## config.mk

```make
export PLATFORM = sky130hd
export DESIGN_NAME = rx_gain_status_output_mux
export DESIGN_NICKNAME = d
export VERILOG_FILES = /design/src/hdl/ctrl_out_pkg.sv /design/src/hdl/rx_gain_status_output_mux.sv
export VERILOG_INCLUDE_DIRS = /design/src /design/src/hdl
export SDC_FILE = /design/constraint.sdc
export NUM_CORES = 1
export LEC_CHECK = 0
export ABC_AREA = 1
export BUFFER_PORTS_ARGS = -buffer_cell sky130_fd_sc_hd__buf_2
export CAP_MARGIN = 20
export CORE_MARGIN = 5
export CORE_UTILIZATION = 48
export CTS_CLUSTER_DIAMETER = 200
export DETAILED_ROUTE_END_ITERATION = 7
export PLACE_DENSITY = 0.75
export SLEW_MARGIN = 30
export SYNTH_ARGS = -nofsm -noshare
export SYNTH_HDL_FRONTEND = slang
export SYNTH_SLANG_ARGS = --single-unit
export TNS_END_PERCENT = 50
```

## constraint.sdc

```tcl
create_clock -name pclk -period 1.5 [get_ports pclk]
set_input_delay 0.3 -clock pclk [delete_from_list [all_inputs] [get_ports pclk]]
set_output_delay 0.3 -clock pclk [all_outputs]
set_load 0.1 [all_outputs]
```

## src/hdl/ctrl_out_consts.svh

```systemverilog
// Offsets, field positions, reset values and timing counts of the mux
`ifndef CTRL_OUT_CONSTS_SVH
`define CTRL_OUT_CONSTS_SVH

// *****
// Register indices and byte addresses
// *****
`define SEL_IDX 12'h035
`define PATH_EN_IDX 12'h003
`define CFG_IDX 12'h040
`define STAT_IDX 12'h041
`define SEL_ADDR (`SEL_IDX * 12'h004)
`define PATH_EN_ADDR (`PATH_EN_IDX * 12'h004)
`define CFG_ADDR (`CFG_IDX * 12'h004)
`define STAT_ADDR (`STAT_IDX * 12'h004)

// *****
// Field positions
// *****
`define PE_RX1 0
`define PE_RX2 1
`define PE_TX1 2
`define PE_TX2 3
`define CFG_EXT_CTRL 0
`define CFG_GMODE_LO 1
`define CFG_GMODE_HI 2
`define CFG_RSSI_LO 3
`define CFG_RSSI_HI 4
`define CFG_SPLIT 5
`define ST_RX_ON 8
`define ST_TX_ON 9

// *****
// Reset values
// *****
`define SEL_RST 8'h00
`define PATH_EN_RST 4'h0
`define CFG_RST 6'h00

// *****
// Select codes
// *****
`define SEL_RX_FLAGS 8'h03
`define SEL_RX2_INDEX 8'h04
`define SEL_RX2_AGC 8'h05
`define SEL_RX1_INDEX 8'h06
`define SEL_RX1_STATE 8'h07
`define SEL_FAST_BOTH 8'h08
`define SEL_PATH_RSSI 8'h09
`define SEL_OVERFLOW 8'h0a

// *****
// Timing
// *****
`define CLK_PERIOD_NS 5
`define GAIN_CHG_PULSE_NS 30
`define SYM_RDY_PULSE_NS 60
`define GAIN_CHG_CYC \
   ((`GAIN_CHG_PULSE_NS + `CLK_PERIOD_NS - 1) / `CLK_PERIOD_NS)
`define SYM_RDY_CYC \
   ((`SYM_RDY_PULSE_NS + `CLK_PERIOD_NS - 1) / `CLK_PERIOD_NS)
`define PEAK_WAIT_CYC_DEF 16

`endif

```

## src/hdl/ctrl_out_pkg.sv

```systemverilog
// Types used by the status output mux
package ctrl_out_pkg;

   typedef enum logic [1:0] {
      GAIN_MANUAL = 2'h0,
      GAIN_SLOW = 2'h1,
      GAIN_FAST = 2'h2,
      GAIN_HYBRID = 2'h3
   } gain_mode_type;

   typedef enum logic [1:0] {
      RSSI_ON_RX_ENTRY = 2'h0,
      RSSI_ON_GAIN_LOCK = 2'h1,
      RSSI_ON_OTHER = 2'h2,
      RSSI_NEVER = 2'h3
   } rssi_mode_type;

endpackage

```

## src/hdl/rx_gain_status_output_mux.sv

```systemverilog
// Receive gain status multiplexer onto eight control output pins
`timescale 1ns/100ps
`default_nettype none
`include "ctrl_out_consts.svh"

// How it works
// - Low-power flag follows condition in fast/manual
// - Limiter overload sticky until gain change
// - Large converter overload sticky, peak-wait cleared
// - Small converter overload behaves likewise
// - Select 0x03 maps both channels' four flags
// - Select 0x04 maps Rx2 index, overloads, lock
// - Gain lock high only in fast lock
// - Gain change gives one stretched pulse
// - Select 0x05 maps gain change and Rx2 flags
// - Energy lost follows condition, fast mode only
// - Stronger signal follows condition, fast mode only
// - Select 0x06 maps Rx1 flags and index
// - Select 0x07 maps Rx1 flags, state, lock
// - Slow mode state never sets top bit
// - Select 0x08 maps fast indications both channels
// - Receive-on needs enable, state, optional pin
// - Transmit-on needs enable, state, optional pin
// - Preamble ready holds until chosen restart
// - Rx-entry restart drops ready while recomputing
// - Lock restart only after fresh Rx entry
// - Symbol ready pulses per symbol update
// - Select 0x0A maps filter overflow flags
// - Undefined selects drive all eight pins low
module rx_gain_status_output_mux
   import ctrl_out_pkg::*;
#(
   parameter int PEAK_WAIT_CYC = `PEAK_WAIT_CYC_DEF,
   parameter int GAIN_CHG_CYC = `GAIN_CHG_CYC,
   parameter int SYM_RDY_CYC = `SYM_RDY_CYC
) (
   // Clock and reset
   input wire logic pclk,
   input wire logic presetn,
   // APB slave
   input wire logic psel,
   input wire logic penable,
   input wire logic pwrite,
   input wire logic [11:0] paddr,
   input wire logic [31:0] pwdata,
   output logic [31:0] prdata,
   output logic pready,
   output logic pslverr,
   // Receive gain control status, index 0 is Rx1
   input wire logic [1:0] low_power_cond,
   input wire logic [1:0] limiter_overload_det,
   input wire logic [1:0] large_converter_det,
   input wire logic [1:0] small_converter_det,
   input wire logic [1:0] gain_change_evt,
   input wire logic [1:0] gain_locked,
   input wire logic [1:0] energy_lost_cond,
   input wire logic [1:0] stronger_signal_cond,
   input wire logic [6:0] rx1_gain_index,
   input wire logic [6:0] rx2_gain_index,
   input wire logic [6:0] rx1_limiter_index,
   input wire logic [6:0] rx2_limiter_index,
   input wire logic [2:0] rx1_gain_loop_state,
   // Signal strength measurement
   input wire logic [1:0] preamble_word_valid,
   input wire logic [1:0] symbol_update_evt,
   // Enable state machine state
   input wire logic enable_state_machine_in_rx,
   input wire logic enable_state_machine_in_tx,
   input wire logic enable_state_machine_in_fdd,
   input wire logic enable_state_machine_in_alert,
   // Pins from the baseband processor
   input wire logic enable_pin,
   input wire logic tx_rx_select_pin,
   // Filter overflow, bit 6 third interpolator down to bit 0 rx FIR
   input wire logic [6:0] overflow_cond,
   // Control output pins
   output logic [7:0] ctrl_out
);

   // *****
   // Parameter checks
   // *****
   generate
      if (PEAK_WAIT_CYC < 1 || PEAK_WAIT_CYC > 255) begin : g_bad_wait
         $error("PEAK_WAIT_CYC must lie in 1..255");
      end
      if (GAIN_CHG_CYC < 1 || GAIN_CHG_CYC > 255) begin : g_bad_chg
         $error("GAIN_CHG_CYC must lie in 1..255");
      end
      if (SYM_RDY_CYC < 1 || SYM_RDY_CYC > 255) begin : g_bad_sym
         $error("SYM_RDY_CYC must lie in 1..255");
      end
   endgenerate

   localparam logic [7:0] PEAK_WAIT_LD = 8'(PEAK_WAIT_CYC);
   localparam logic [7:0] GAIN_CHG_LD = 8'(GAIN_CHG_CYC);
   localparam logic [7:0] SYM_RDY_LD = 8'(SYM_RDY_CYC);

   function automatic logic addr_hit(input logic [11:0] a,
                                     input logic [11:0] ref_a);
      addr_hit = (a == ref_a);
   endfunction

   // *****
   // Register bus
   // *****
   logic [7:0] sel_r;
   logic [3:0] path_en_r;
   logic [5:0] cfg_r;
   logic pready_r;
   logic pslverr_r;
   logic [31:0] prdata_r;
   logic [7:0] ctrl_out_r;
   logic rx_on_r;
   logic tx_on_r;

   wire setup_ph = psel & ~penable;
   wire wr_take = psel & penable & pready_r & pwrite;
   wire hit_sel = addr_hit(paddr, `SEL_ADDR);
   wire hit_pe = addr_hit(paddr, `PATH_EN_ADDR);
   wire hit_cfg = addr_hit(paddr, `CFG_ADDR);
   wire hit_stat = addr_hit(paddr, `STAT_ADDR);
   wire hit_any = hit_sel | hit_pe | hit_cfg | hit_stat;
   wire bad_acc = ~hit_any | (hit_stat & pwrite);
   wire [31:0] stat_word = {22'h0, tx_on_r, rx_on_r, ctrl_out_r};
   wire [31:0] rd_word =
      hit_sel ? {24'h0, sel_r} :
      hit_pe ? {28'h0, path_en_r} :
      hit_cfg ? {26'h0, cfg_r} :
      hit_stat ? stat_word : 32'h0;

   always_ff @(posedge pclk or negedge presetn) begin
      if (!presetn) begin
         pready_r <= 1'b0;
         pslverr_r <= 1'b0;
         prdata_r <= 32'h0;
      end else begin
         pready_r <= setup_ph;
         if (setup_ph) begin
            pslverr_r <= bad_acc;
            prdata_r <= pwrite ? 32'h0 : rd_word;
         end
      end
   end

   always_ff @(posedge pclk or negedge presetn) begin
      if (!presetn) begin
         sel_r <= `SEL_RST;
         path_en_r <= `PATH_EN_RST;
         cfg_r <= `CFG_RST;
      end else if (wr_take) begin
         if (hit_sel) sel_r <= pwdata[7:0];
         if (hit_pe) path_en_r <= pwdata[3:0];
         if (hit_cfg) cfg_r <= pwdata[5:0];
      end
   end

   assign pready = pready_r;
   assign pslverr = pslverr_r;
   assign prdata = prdata_r;

   wire ext_ctrl = cfg_r[`CFG_EXT_CTRL];
   wire split_table = cfg_r[`CFG_SPLIT];
   gain_mode_type gain_mode;
   rssi_mode_type rssi_mode;
   assign gain_mode = gain_mode_type'(cfg_r[`CFG_GMODE_HI:`CFG_GMODE_LO]);
   assign rssi_mode = rssi_mode_type'(cfg_r[`CFG_RSSI_HI:`CFG_RSSI_LO]);
   wire fast_mode = (gain_mode == GAIN_FAST);
   wire slow_mode = (gain_mode == GAIN_SLOW);
   wire lowp_mode = fast_mode | (gain_mode == GAIN_MANUAL);

   // *****
   // Pin synchronisers
   // *****
   logic [1:0] pin_meta_r;
   logic [1:0] pin_sync_r;
   wire [1:0] pin_raw = {tx_rx_select_pin, enable_pin};

   always_ff @(posedge pclk or negedge presetn) begin
      if (!presetn) begin
         pin_meta_r <= 2'h0;
         pin_sync_r <= 2'h0;
      end else begin
         pin_meta_r <= pin_raw;
         pin_sync_r <= pin_meta_r;
      end
   end

   wire enable_sync = pin_sync_r[0];
   wire txrx_sync = pin_sync_r[1];

   // *****
   // Path on indications
   // *****
   wire rx_any_en = path_en_r[`PE_RX1] | path_en_r[`PE_RX2];
   wire tx_any_en = path_en_r[`PE_TX1] | path_en_r[`PE_TX2];
   wire rx_fdd_ok = enable_state_machine_in_fdd & (~ext_ctrl | enable_sync);
   wire tx_fdd_ok = enable_state_machine_in_fdd & (~ext_ctrl | txrx_sync);
   wire rx_on_nxt = rx_any_en & (enable_state_machine_in_rx | rx_fdd_ok);
   wire tx_on_nxt = tx_any_en & (enable_state_machine_in_tx | tx_fdd_ok);

   always_ff @(posedge pclk or negedge presetn) begin
      if (!presetn) begin
         rx_on_r <= 1'b0;
         tx_on_r <= 1'b0;
      end else begin
         rx_on_r <= rx_on_nxt;
         tx_on_r <= tx_on_nxt;
      end
   end

   // *****
   // Receive state entry tracking
   // *****
   logic rx_like_r;
   logic alert_seen_r;
   wire rx_like = enable_state_machine_in_rx | enable_state_machine_in_fdd;
   wire rx_entry = rx_like & ~rx_like_r;
   wire rx_entry_from_alert = rx_entry & alert_seen_r;

   always_ff @(posedge pclk or negedge presetn) begin
      if (!presetn) begin
         rx_like_r <= 1'b0;
         alert_seen_r <= 1'b0;
      end else begin
         rx_like_r <= rx_like;
         alert_seen_r <= enable_state_machine_in_alert;
      end
   end

   // *****
   // Per-channel status
   // *****
   logic [1:0] lim_ovl_r;
   logic [1:0] lg_conv_r;
   logic [1:0] sm_conv_r;
   logic [1:0] gain_chg_r;
   logic [1:0] pre_rdy_r;
   logic [1:0] sym_rdy_r;
   logic [1:0] lock_d_r;

   genvar ch;
   generate
      for (ch = 0; ch < 2; ch++) begin : g_ch
         logic [7:0] wait_cnt_r;
         logic [7:0] chg_cnt_r;
         logic [7:0] sym_cnt_r;
         logic lock_armed_r;
         wire det_hold = (wait_cnt_r != 8'h00) | gain_change_evt[ch];
         wire lock_rise = gain_locked[ch] & ~lock_d_r[ch];
         wire restart_rx = (rssi_mode == RSSI_ON_RX_ENTRY) &
                           rx_entry_from_alert;
         wire restart_lock = (rssi_mode == RSSI_ON_GAIN_LOCK) &
                             fast_mode & lock_rise & lock_armed_r;
         wire pre_restart = restart_rx | restart_lock;

         // Detectors sit in reset from a gain change until wait expiry
         always_ff @(posedge pclk or negedge presetn) begin
            if (!presetn) begin
               wait_cnt_r <= 8'h00;
            end else if (gain_change_evt[ch]) begin
               wait_cnt_r <= PEAK_WAIT_LD;
            end else if (wait_cnt_r != 8'h00) begin
               wait_cnt_r <= wait_cnt_r - 8'h01;
            end
         end

         always_ff @(posedge pclk or negedge presetn) begin
            if (!presetn) begin
               lim_ovl_r[ch] <= 1'b0;
               lg_conv_r[ch] <= 1'b0;
               sm_conv_r[ch] <= 1'b0;
            end else if (det_hold) begin
               lim_ovl_r[ch] <= 1'b0;
               lg_conv_r[ch] <= 1'b0;
               sm_conv_r[ch] <= 1'b0;
            end else begin
               lim_ovl_r[ch] <= lim_ovl_r[ch] | limiter_overload_det[ch];
               lg_conv_r[ch] <= lg_conv_r[ch] | large_converter_det[ch];
               sm_conv_r[ch] <= sm_conv_r[ch] | small_converter_det[ch];
            end
         end

         // Gain change pulse stretched to its documented width
         always_ff @(posedge pclk or negedge presetn) begin
            if (!presetn) begin
               chg_cnt_r <= 8'h00;
               gain_chg_r[ch] <= 1'b0;
            end else begin
               if (gain_change_evt[ch] && chg_cnt_r == 8'h00) begin
                  chg_cnt_r <= GAIN_CHG_LD;
               end else if (chg_cnt_r != 8'h00) begin
                  chg_cnt_r <= chg_cnt_r - 8'h01;
               end
               gain_chg_r[ch] <= (gain_change_evt[ch] &&
                                  chg_cnt_r == 8'h00) ||
                                 chg_cnt_r > 8'h01;
            end
         end

         // Symbol ready pulse
         always_ff @(posedge pclk or negedge presetn) begin
            if (!presetn) begin
               sym_cnt_r <= 8'h00;
               sym_rdy_r[ch] <= 1'b0;
            end else begin
               if (symbol_update_evt[ch]) begin
                  sym_cnt_r <= SYM_RDY_LD;
               end else if (sym_cnt_r != 8'h00) begin
                  sym_cnt_r <= sym_cnt_r - 8'h01;
               end
               sym_rdy_r[ch] <= symbol_update_evt[ch] |
                                (sym_cnt_r > 8'h01);
            end
         end

         // Lock restart is armed only by a fresh entry into receive
         always_ff @(posedge pclk or negedge presetn) begin
            if (!presetn) begin
               lock_armed_r <= 1'b0;
               lock_d_r[ch] <= 1'b0;
            end else begin
               lock_d_r[ch] <= gain_locked[ch];
               if (rx_entry) begin
                  lock_armed_r <= 1'b1;
               end else if (lock_rise || !rx_like) begin
                  lock_armed_r <= 1'b0;
               end
            end
         end

         // Preamble ready holds across alert and transmit states
         always_ff @(posedge pclk or negedge presetn) begin
            if (!presetn) begin
               pre_rdy_r[ch] <= 1'b0;
            end else if (pre_restart) begin
               pre_rdy_r[ch] <= 1'b0;
            end else if (preamble_word_valid[ch]) begin
               pre_rdy_r[ch] <= 1'b1;
            end
         end
      end
   endgenerate

   // *****
   // Qualified indications
   // *****
   wire [1:0] low_pow = low_power_cond & {2{lowp_mode}};
   wire [1:0] lock_q = gain_locked & {2{fast_mode}};
   wire [1:0] lost_q = energy_lost_cond & {2{fast_mode}};
   wire [1:0] strong_q = stronger_signal_cond & {2{fast_mode}};
   wire [2:0] state_q = {rx1_gain_loop_state[2] & ~slow_mode,
                         rx1_gain_loop_state[1:0]};
   wire [6:0] rx2_idx = split_table ? rx2_limiter_index : rx2_gain_index;
   wire [6:0] rx1_idx = split_table ? rx1_limiter_index : rx1_gain_index;

   // *****
   // Output groups
   // *****
   wire [7:0] grp_flags = {low_pow[0], lim_ovl_r[0], lg_conv_r[0],
                           sm_conv_r[0], low_pow[1], lim_ovl_r[1],
                           lg_conv_r[1], sm_conv_r[1]};
   wire [7:0] grp_rx2_idx = {rx2_idx[6:2], lim_ovl_r[1], lg_conv_r[1],
                             lock_q[1]};
   wire [7:0] grp_rx2_agc = {gain_chg_r[1], gain_chg_r[0], low_pow[1],
                             lim_ovl_r[1], lg_conv_r[1], lock_q[1],
                             lost_q[1], strong_q[1]};
   wire [7:0] grp_rx1_idx = {low_pow[0], lim_ovl_r[0], lg_conv_r[0],
                             rx1_idx[6:2]};
   wire [7:0] grp_rx1_st = {low_pow[0], lim_ovl_r[0], lg_conv_r[0],
                            sm_conv_r[0], state_q, lock_q[0]};
   wire [7:0] grp_fast = {strong_q[0], lock_q[0], lost_q[0],
                          gain_chg_r[0], strong_q[1], lock_q[1],
                          lost_q[1], gain_chg_r[1]};
   wire [7:0] grp_path = {rx_on_r, pre_rdy_r[0], sym_rdy_r[0], tx_on_r,
                          pre_rdy_r[1], sym_rdy_r[1], 2'b00};
   wire [7:0] grp_ovf = {overflow_cond, 1'b0};

   wire [7:0] ctrl_out_nxt =
      (sel_r == `SEL_RX_FLAGS) ? grp_flags :
      (sel_r == `SEL_RX2_INDEX) ? grp_rx2_idx :
      (sel_r == `SEL_RX2_AGC) ? grp_rx2_agc :
      (sel_r == `SEL_RX1_INDEX) ? grp_rx1_idx :
      (sel_r == `SEL_RX1_STATE) ? grp_rx1_st :
      (sel_r == `SEL_FAST_BOTH) ? grp_fast :
      (sel_r == `SEL_PATH_RSSI) ? grp_path :
      (sel_r == `SEL_OVERFLOW) ? grp_ovf :
      8'h00;

   always_ff @(posedge pclk or negedge presetn) begin
      if (!presetn) begin
         ctrl_out_r <= 8'h00;
      end else begin
         ctrl_out_r <= ctrl_out_nxt;
      end
   end

   assign ctrl_out = ctrl_out_r;

endmodule // rx_gain_status_output_mux

`default_nettype wire

```

==> results.cfg, run 1 <==
[run_status]
status = completed

[setup_path]
critPathLaunchType = flip-flop
critical_path_class = flip-flop to output pin
worstPathCellList = buf_2
cp_max_fo = 2
worstSetupEndpointType = output pin
r2r_slack_ns = 0.06
cp_top_family = buffers and inverters
cp.arrival_ns = 1.18
cp_slowest_cell = buf_2
cp.buffers_inverters = 1
max_stage_delay_ns = 0.42
required_ns = 1.20
r2r-start = g_ch[0].chg_cnt_r[0]$_DFFE_PN0P_
cp-startpoint = pready$_DFF_PN0_

[timing]
hold_violations = 0
setup_viol = 0
skew_ns = 0.004483
rsz0062_at_grt = yes
slew_viol_final = 0
clock.fmax_mhz = 676.4
timing.final.crit_share_pct = 98.57
layout_min_cycle_time_ns = 1.478

[global_routing]
grt_max_degree = 30
gr-total-overflow = 0
grt_pass1_wl_um = 23980
first_global_vias = 5027
grt_util_all_layers_pct = 20.96
antenna_found_initial = 0

[place]
dp.cells = 1016
dpl_cell_area_um2 = 6782
hpwl_um = 11590
gp_congestion = 0.9003
port-buffer-count = 100

[logic_synthesis]
synth_area_leaders = dfrtp_1 (47%), nand2_1 (10%), nor2_1 (6.4%), nand3_1 (5.4%), inv_1 (5.2%)
synth.top_cell.area_share_pct = 47.30
yosysWarnings = 0
netlist_area_um2 = 5819
synthArstFlopShare_pct = 100.0
synth_cells = 728
synth_area_per_cell_um2 = 7.994
synth_edf_count = 0
synth_ff_type = dfrtp_1
synth_cell_types = 42
seq_area_frac_synth_pct = 47.30
yosys.area.top_type = dfrtp_1
ys_seq_elements = 110

[power_and_ir_drop]
ir_worst_vdd_mv = 0.6311
finalPower_mw = 8.737
p_leak_nw = 3.749
power_density_nw_per_um2 = 1176

[routing]
drt_wl_total_um = 15070
firstDrtPassIters = 5
via_count = 5290
via_per_inst = 5.067
post-route-drc-count = 0
drtAntennaViolNets = 0
drtIter0Drc = 419
avgRoutedWirePerCell_um = 14.43

[finish]
final_nets = 1015
diodes = 0
syn_to_final_growth_pct = 27.67
final_cell_count_no_fill = 1044
layout-drive-gt1-share_pct = 30.21
design_area_um2 = 7430

[clock_network]
cts_tree = yes
cts_buffers = 9
clkTransAtPathRegs_ns = 0.07
clk_latency_ns = 0.35
cts.sink_count = 110
root_buffer = clkbuf_16
clockBufferDepth = 2
htree_num_levels = 3

[die]
rows = 40
die_x_um = 120.1
die_h_um = 120.1
start_util_pct = 48.65
placeableCoreArea_um2 = 11960
die_area_um2 = 14430
ios = 155

[min_path]
hold_path_class = input pin to flip-flop
worstHoldStart = enable_state_machine_in_alert

[job]
cap_violations = 0
## metrics by stage
| stage | utilization, % | TNS [ns] | hold slack [ns] | setup WS [ns] |
|---|---|---|---|---|
| after floorplan | - | -0.01387 | 0.004409 | -0.01387 |
| after global placement | 56.69 | 0 | 0.2288 | 0.007609 |
| after detailed placement | 56.69 | -0.08424 | 0.2327 | -0.02613 |
| after CTS | 59.33 | 0 | 0.04345 | 0.0006795 |
| after global routing | 62.11 | -0.2713 | 0.05031 | -0.06555 |
| final | 62.11 | 0 | 0.05050 | 0.02151 |
## final cells by class
type                       count  area, um^2
fill                        1019        4532
multi-input combinational    522        2839
timing repair buffer         165        1040
tap                          147       183.9
clock buffer                   9       225.2
clock inverter                 7       65.06
sequential                   110        2759
inverter                      84       317.8
## state kept, by name, indices dropped and copies added, names as in the netlist, 2 cells and up
register and cells:
path_en_r 4, ctrl_out 8, pin_meta_r 2, g_ch.wait_cnt_r 16
g_ch.chg_cnt_r 16, prdata 10, g_ch.sym_cnt_r 16, lock_d_r 2
gain_chg_r 2, g_ch.lock_armed_r 2, sel_r 8, grp_flags 6
grp_path 4, cfg_r 6, pin_sync_r 2
## path summary, 6_finish.rpt
kind | end | cells past startpoint
max in group asynchronous | ctrl_out[4]$_DFF_PN0_ | 3
worst min-delay path | alert_seen_r$_DFF_PN0_ | 1
min in group asynchronous | path_en_r[3]$_DFFE_PN0P_ | 2
worst max-delay path | pready | 1
worst min register to register | pin_sync_r[0]$_DFF_PN0_ | 0
worst max register to register | g_ch[0].chg_cnt_r[2]$_DFFE_PN0P_ | 9
## synthesized netlist by cell type, types with 3 or more instances
library cell,count
a21oi_1,18
a31oi_1,3
buf_2,6
buf_4,22
clkbuf_1,4
dfrtp_1,110
ha_1,10
inv_1,81
nand2_1,158
nand2_2,5
nand3_1,63
nand4_1,20
nor2_1,99
nor2_2,7
nor3_1,17
nor3_2,3
nor4_1,5
o211ai_1,7
o21ai_0,37
o21ai_1,7
o31ai_1,3
or2_2,6
xnor2_1,5
xor2_1,7
## what timing repair did
item | in CTS | in global routing
setup buffers | 0 | 11
setup endpoints to repair | 7 | 46
resized for setup | 6 | 76
hold buffers | 1 | 0
pin swaps | 0 | 28
hold endpoints to repair | 18 | 0
## layout by cell type, fill, tap and decap left out, types with 4 or more instances in the layout
| cell | instances |
|---|---|
| a21oi_1 | 16 |
| buf_2 | 92 |
| buf_4 | 64 |
| clkbuf_16 | 9 |
| clkbuf_4 | 5 |
| clkinv_2 | 4 |
| conb_1 | 22 |
| dfrtp_1 | 107 |
| ha_1 | 5 |
| inv_1 | 72 |
| inv_2 | 11 |
| nand2_1 | 144 |
| nand2_2 | 16 |
| nand3_1 | 59 |
| nand3_2 | 4 |
| nand4_1 | 20 |
| nor2_1 | 83 |
| nor2_2 | 14 |
| nor2_4 | 9 |
| nor3_1 | 14 |
| nor3_2 | 6 |
| nor4_1 | 5 |
| o211ai_1 | 7 |
| o21ai_0 | 36 |
| o21ai_1 | 8 |
| or2_2 | 6 |
| xnor2_1 | 5 |
| xor2_1 | 7 |
## cells by family (layout without fill, tap and decap cells)
group	after synthesis	after routing	share of synthesized area (%)
other	1	22	0.06444
adders and majority gates	10	10	2.150
and+or+nand+nor	394	394	31.07
DFF	110	110	47.30
buffers and inverters	117	265	9.417
AOI/OAI and AO/OA	84	84	8.192
xor gates and xnor gates	12	12	1.806
## routing by layer
metal | global-route usage, % | share of wire, % | vias up
met5 | 0 | 0 | -
met3 | 3.582 | 5.9 | 25
li1 | - | - | 2657
met4 | 7.874 | 2.4 | 0
met1 | 27.90 | 43 | 2434
met2 | 34.32 | 48 | 174
## power by group
part	total (mW)	switching [mW]	leakage, nW	internal (mW)
Clock	2.36	1.07	0.141	1.28
Combinational	2.63	1.51	2.25	1.12
Sequential	3.75	0.349	1.36	3.41
Total	8.74	2.93	3.75	5.81
(Power assumes the default switching activity.)
==> run 2, diff against run 1 <==
Settings changed: CORE_UTILIZATION 48 to 50, CTS_BUF_LIST set to sky130_fd_sc_hd__clkbuf_8, PLACE_DENSITY 0.75 to 0.77.
==> run 2 against run 1 <==
Register-to-register slack got worse by 0.05 ns. Sequential power barely moved. Critical endpoint is now g_ch[1].wait_cnt_r[4]$_DFFE_PN0N_. Critical path type is now flip-flop to flip-flop. Die area fell by 3.7%. Global-route usage rose by 0.33 points. Setup slack got worse by 0.013 ns.
==> results.cfg, run 2 (same netlist as run 1, synthesis figures left out) <==
[setup_path]
required_ns = 1.76
rr_endpoint = g_ch[1].wait_cnt_r[4]$_DFFE_PN0N_
r2r_slack_ns = 0.009
cp.arrival_ns = 1.75
cp-startpoint = g_ch[1].wait_cnt_r[1]$_DFFE_PN0N_
critPathLaunchType = flip-flop
worstPathCellList = inv_2 -> ha_4 -> inv_1 -> nor2_2 -> nand2_2 -> nor3_4 -> nand2_4 -> o31a_1
cp_max_fo = 7
max_stage_delay_ns = 0.42
cp_slowest_cell = dfrtp_1
worstRegToRegCells = 8
worstSetupEndpointType = flip-flop
r2r-start = g_ch[1].wait_cnt_r[1]$_DFFE_PN0N_
critical_path_class = flip-flop to flip-flop

[die]
start_util_pct = 50.96
rows = 39
die_area_um2 = 13900
die_h_um = 117.9
ios = 155
die_x_um = 117.9
placeableCoreArea_um2 = 11420

[global_routing]
first_global_vias = 5016
gr-total-overflow = 0
grt_max_degree = 33
antenna_found_initial = 0
grt_util_all_layers_pct = 21.29
grt_pass1_wl_um = 24070

[finish]
multi_input_area_um2 = 2825
n_fill_cell = 999
top_regs = g_ch.chg_cnt_r x16, g_ch.sym_cnt_r x16, g_ch.wait_cnt_r x16
syn_to_final_growth_pct = 25.61
diodes = 0
layout_commonest_cell = nand2_1
final_cell_mix = nand2_1 (146), dfrtp_1 (108), nor2_1 (82)
regArea_um2 = 2758
final_cell_count_no_fill = 1030
final_nets = 1006
layout-drive-gt1-share_pct = 28.52
design_area_um2 = 7310
post-route-util_pct = 64.01

[timing]
clock.fmax_mhz = 670.5
setup_viol = 0
hold_violations = 0
skew_ns = 0.01194
fin_tns_setup_ns = 0
fin_ws_ns = 0.008528
rsz0062_at_grt = yes
slew_viol_final = 0
holdWs_ns = 0.03523
layout_min_cycle_time_ns = 1.491
timing.final.crit_share_pct = 99.43

[min_path]
hold_path_class = input pin to flip-flop
min_to = pin_meta_r[1]$_DFF_PN0_
holdPathStages = 1
worstHoldStart = tx_rx_select_pin

[clock_network]
clockBufferDepth = 2
cts.sink_count = 110
clk_latency_ns = 0.38
root_buffer = clkbuf_8
cts_buffers = 9
clkTransAtPathRegs_ns = 0.09
htree_num_levels = 3
cts_tree = yes

[run_status]
status = completed

[power_and_ir_drop]
seqPwrFrac_pct = 45.7
combPwrFrac_pct = 30.8
power_density_nw_per_um2 = 1132
switching_share_pct = 34.53
power_switching_mw = 2.858
ir_worst_vdd_mv = 1.123
pwr-share-clk_pct = 23.5
p_leak_nw = 3.681
internal_power_mw = 5.418
finalPower_mw = 8.275

[routing]
via_count = 5315
firstDrtPassIters = 6
post-route-drc-count = 0
drtAntennaViolNets = 0
drtIter0Drc = 289
via_per_inst = 5.160
drt_wl_total_um = 15300
avgRoutedWirePerCell_um = 14.85

[place]
dp.cells = 1001
port-buffer-count = 100
hpwl_um = 11610
gp_congestion = 0.9315
dp_slack_ns = -0.02994
dpl_cell_area_um2 = 6706

[job]
cap_violations = 0
run 2: what timing repair did:
item | in CTS | in global routing
hold endpoints to repair | 22 | 2
buffers inserted | 0 | 11
setup endpoints to repair | 13 | 55
pin swaps | 1 | 22
resized for setup | 9 | 82
hold buffers | 1 | 2
run 2: cell type report:
cell class	instances	area share, %
clock buffer	10	1.883
clock inverter	5	1.044
inverter	84	4.348
multi-input combinational	522	38.65
sequential	110	37.73
tap	143	2.448
timing repair buffer	156	13.90
run 2: critical path: cells and delay by family, from the launching register on:
kind / cells / cell delay, ns
simple gates: 4 / 0.59
flops: 1 / 0.42
buf+inv: 2 / 0.12
fa+ha+maj: 1 / 0.12
compound gates: 1 / 0.11
run 2: worst max-delay path by stage:
stage,endpoint,slack (ns)
final,g_ch[1].wait_cnt_r[4]$_DFFE_PN0N_,0.009
after floorplan,g_ch[0].sym_cnt_r[7]$_DFFE_PN0P_,-0.01
after global placement,sel_r[2]$_DFFE_PN0P_,0.01
after global routing,g_ch[1].wait_cnt_r[1]$_DFFE_PN0N_,-0.08
after CTS,g_ch[1].wait_cnt_r[7]$_DFFE_PN0N_,-0.02
after detailed placement,cfg_r[2]$_DFFE_PN0P_,-0.03
run 2: power groups by stage:
stage | Combinational (mW) | Clock (mW) | Sequential (mW)
after floorplan | 1.52 | 0 | 3.75
after global placement | 2.07 | 0 | 3.78
after detailed placement | 2.17 | 0 | 3.78
after CTS | 2.18 | 1.98 | 3.73
after global routing | 2.87 | 2.12 | 3.83
final | 2.55 | 1.94 | 3.78
run 2: routing by layer:
layer  GRT usage (%)  up-vias  share of wire (%)
met4           6.953        0                2.1
met5               0        -                  0
met3           4.613       29                6.0
li1                -     2638                  -
met1           26.47     2468                 41
met2           36.78      180                 51
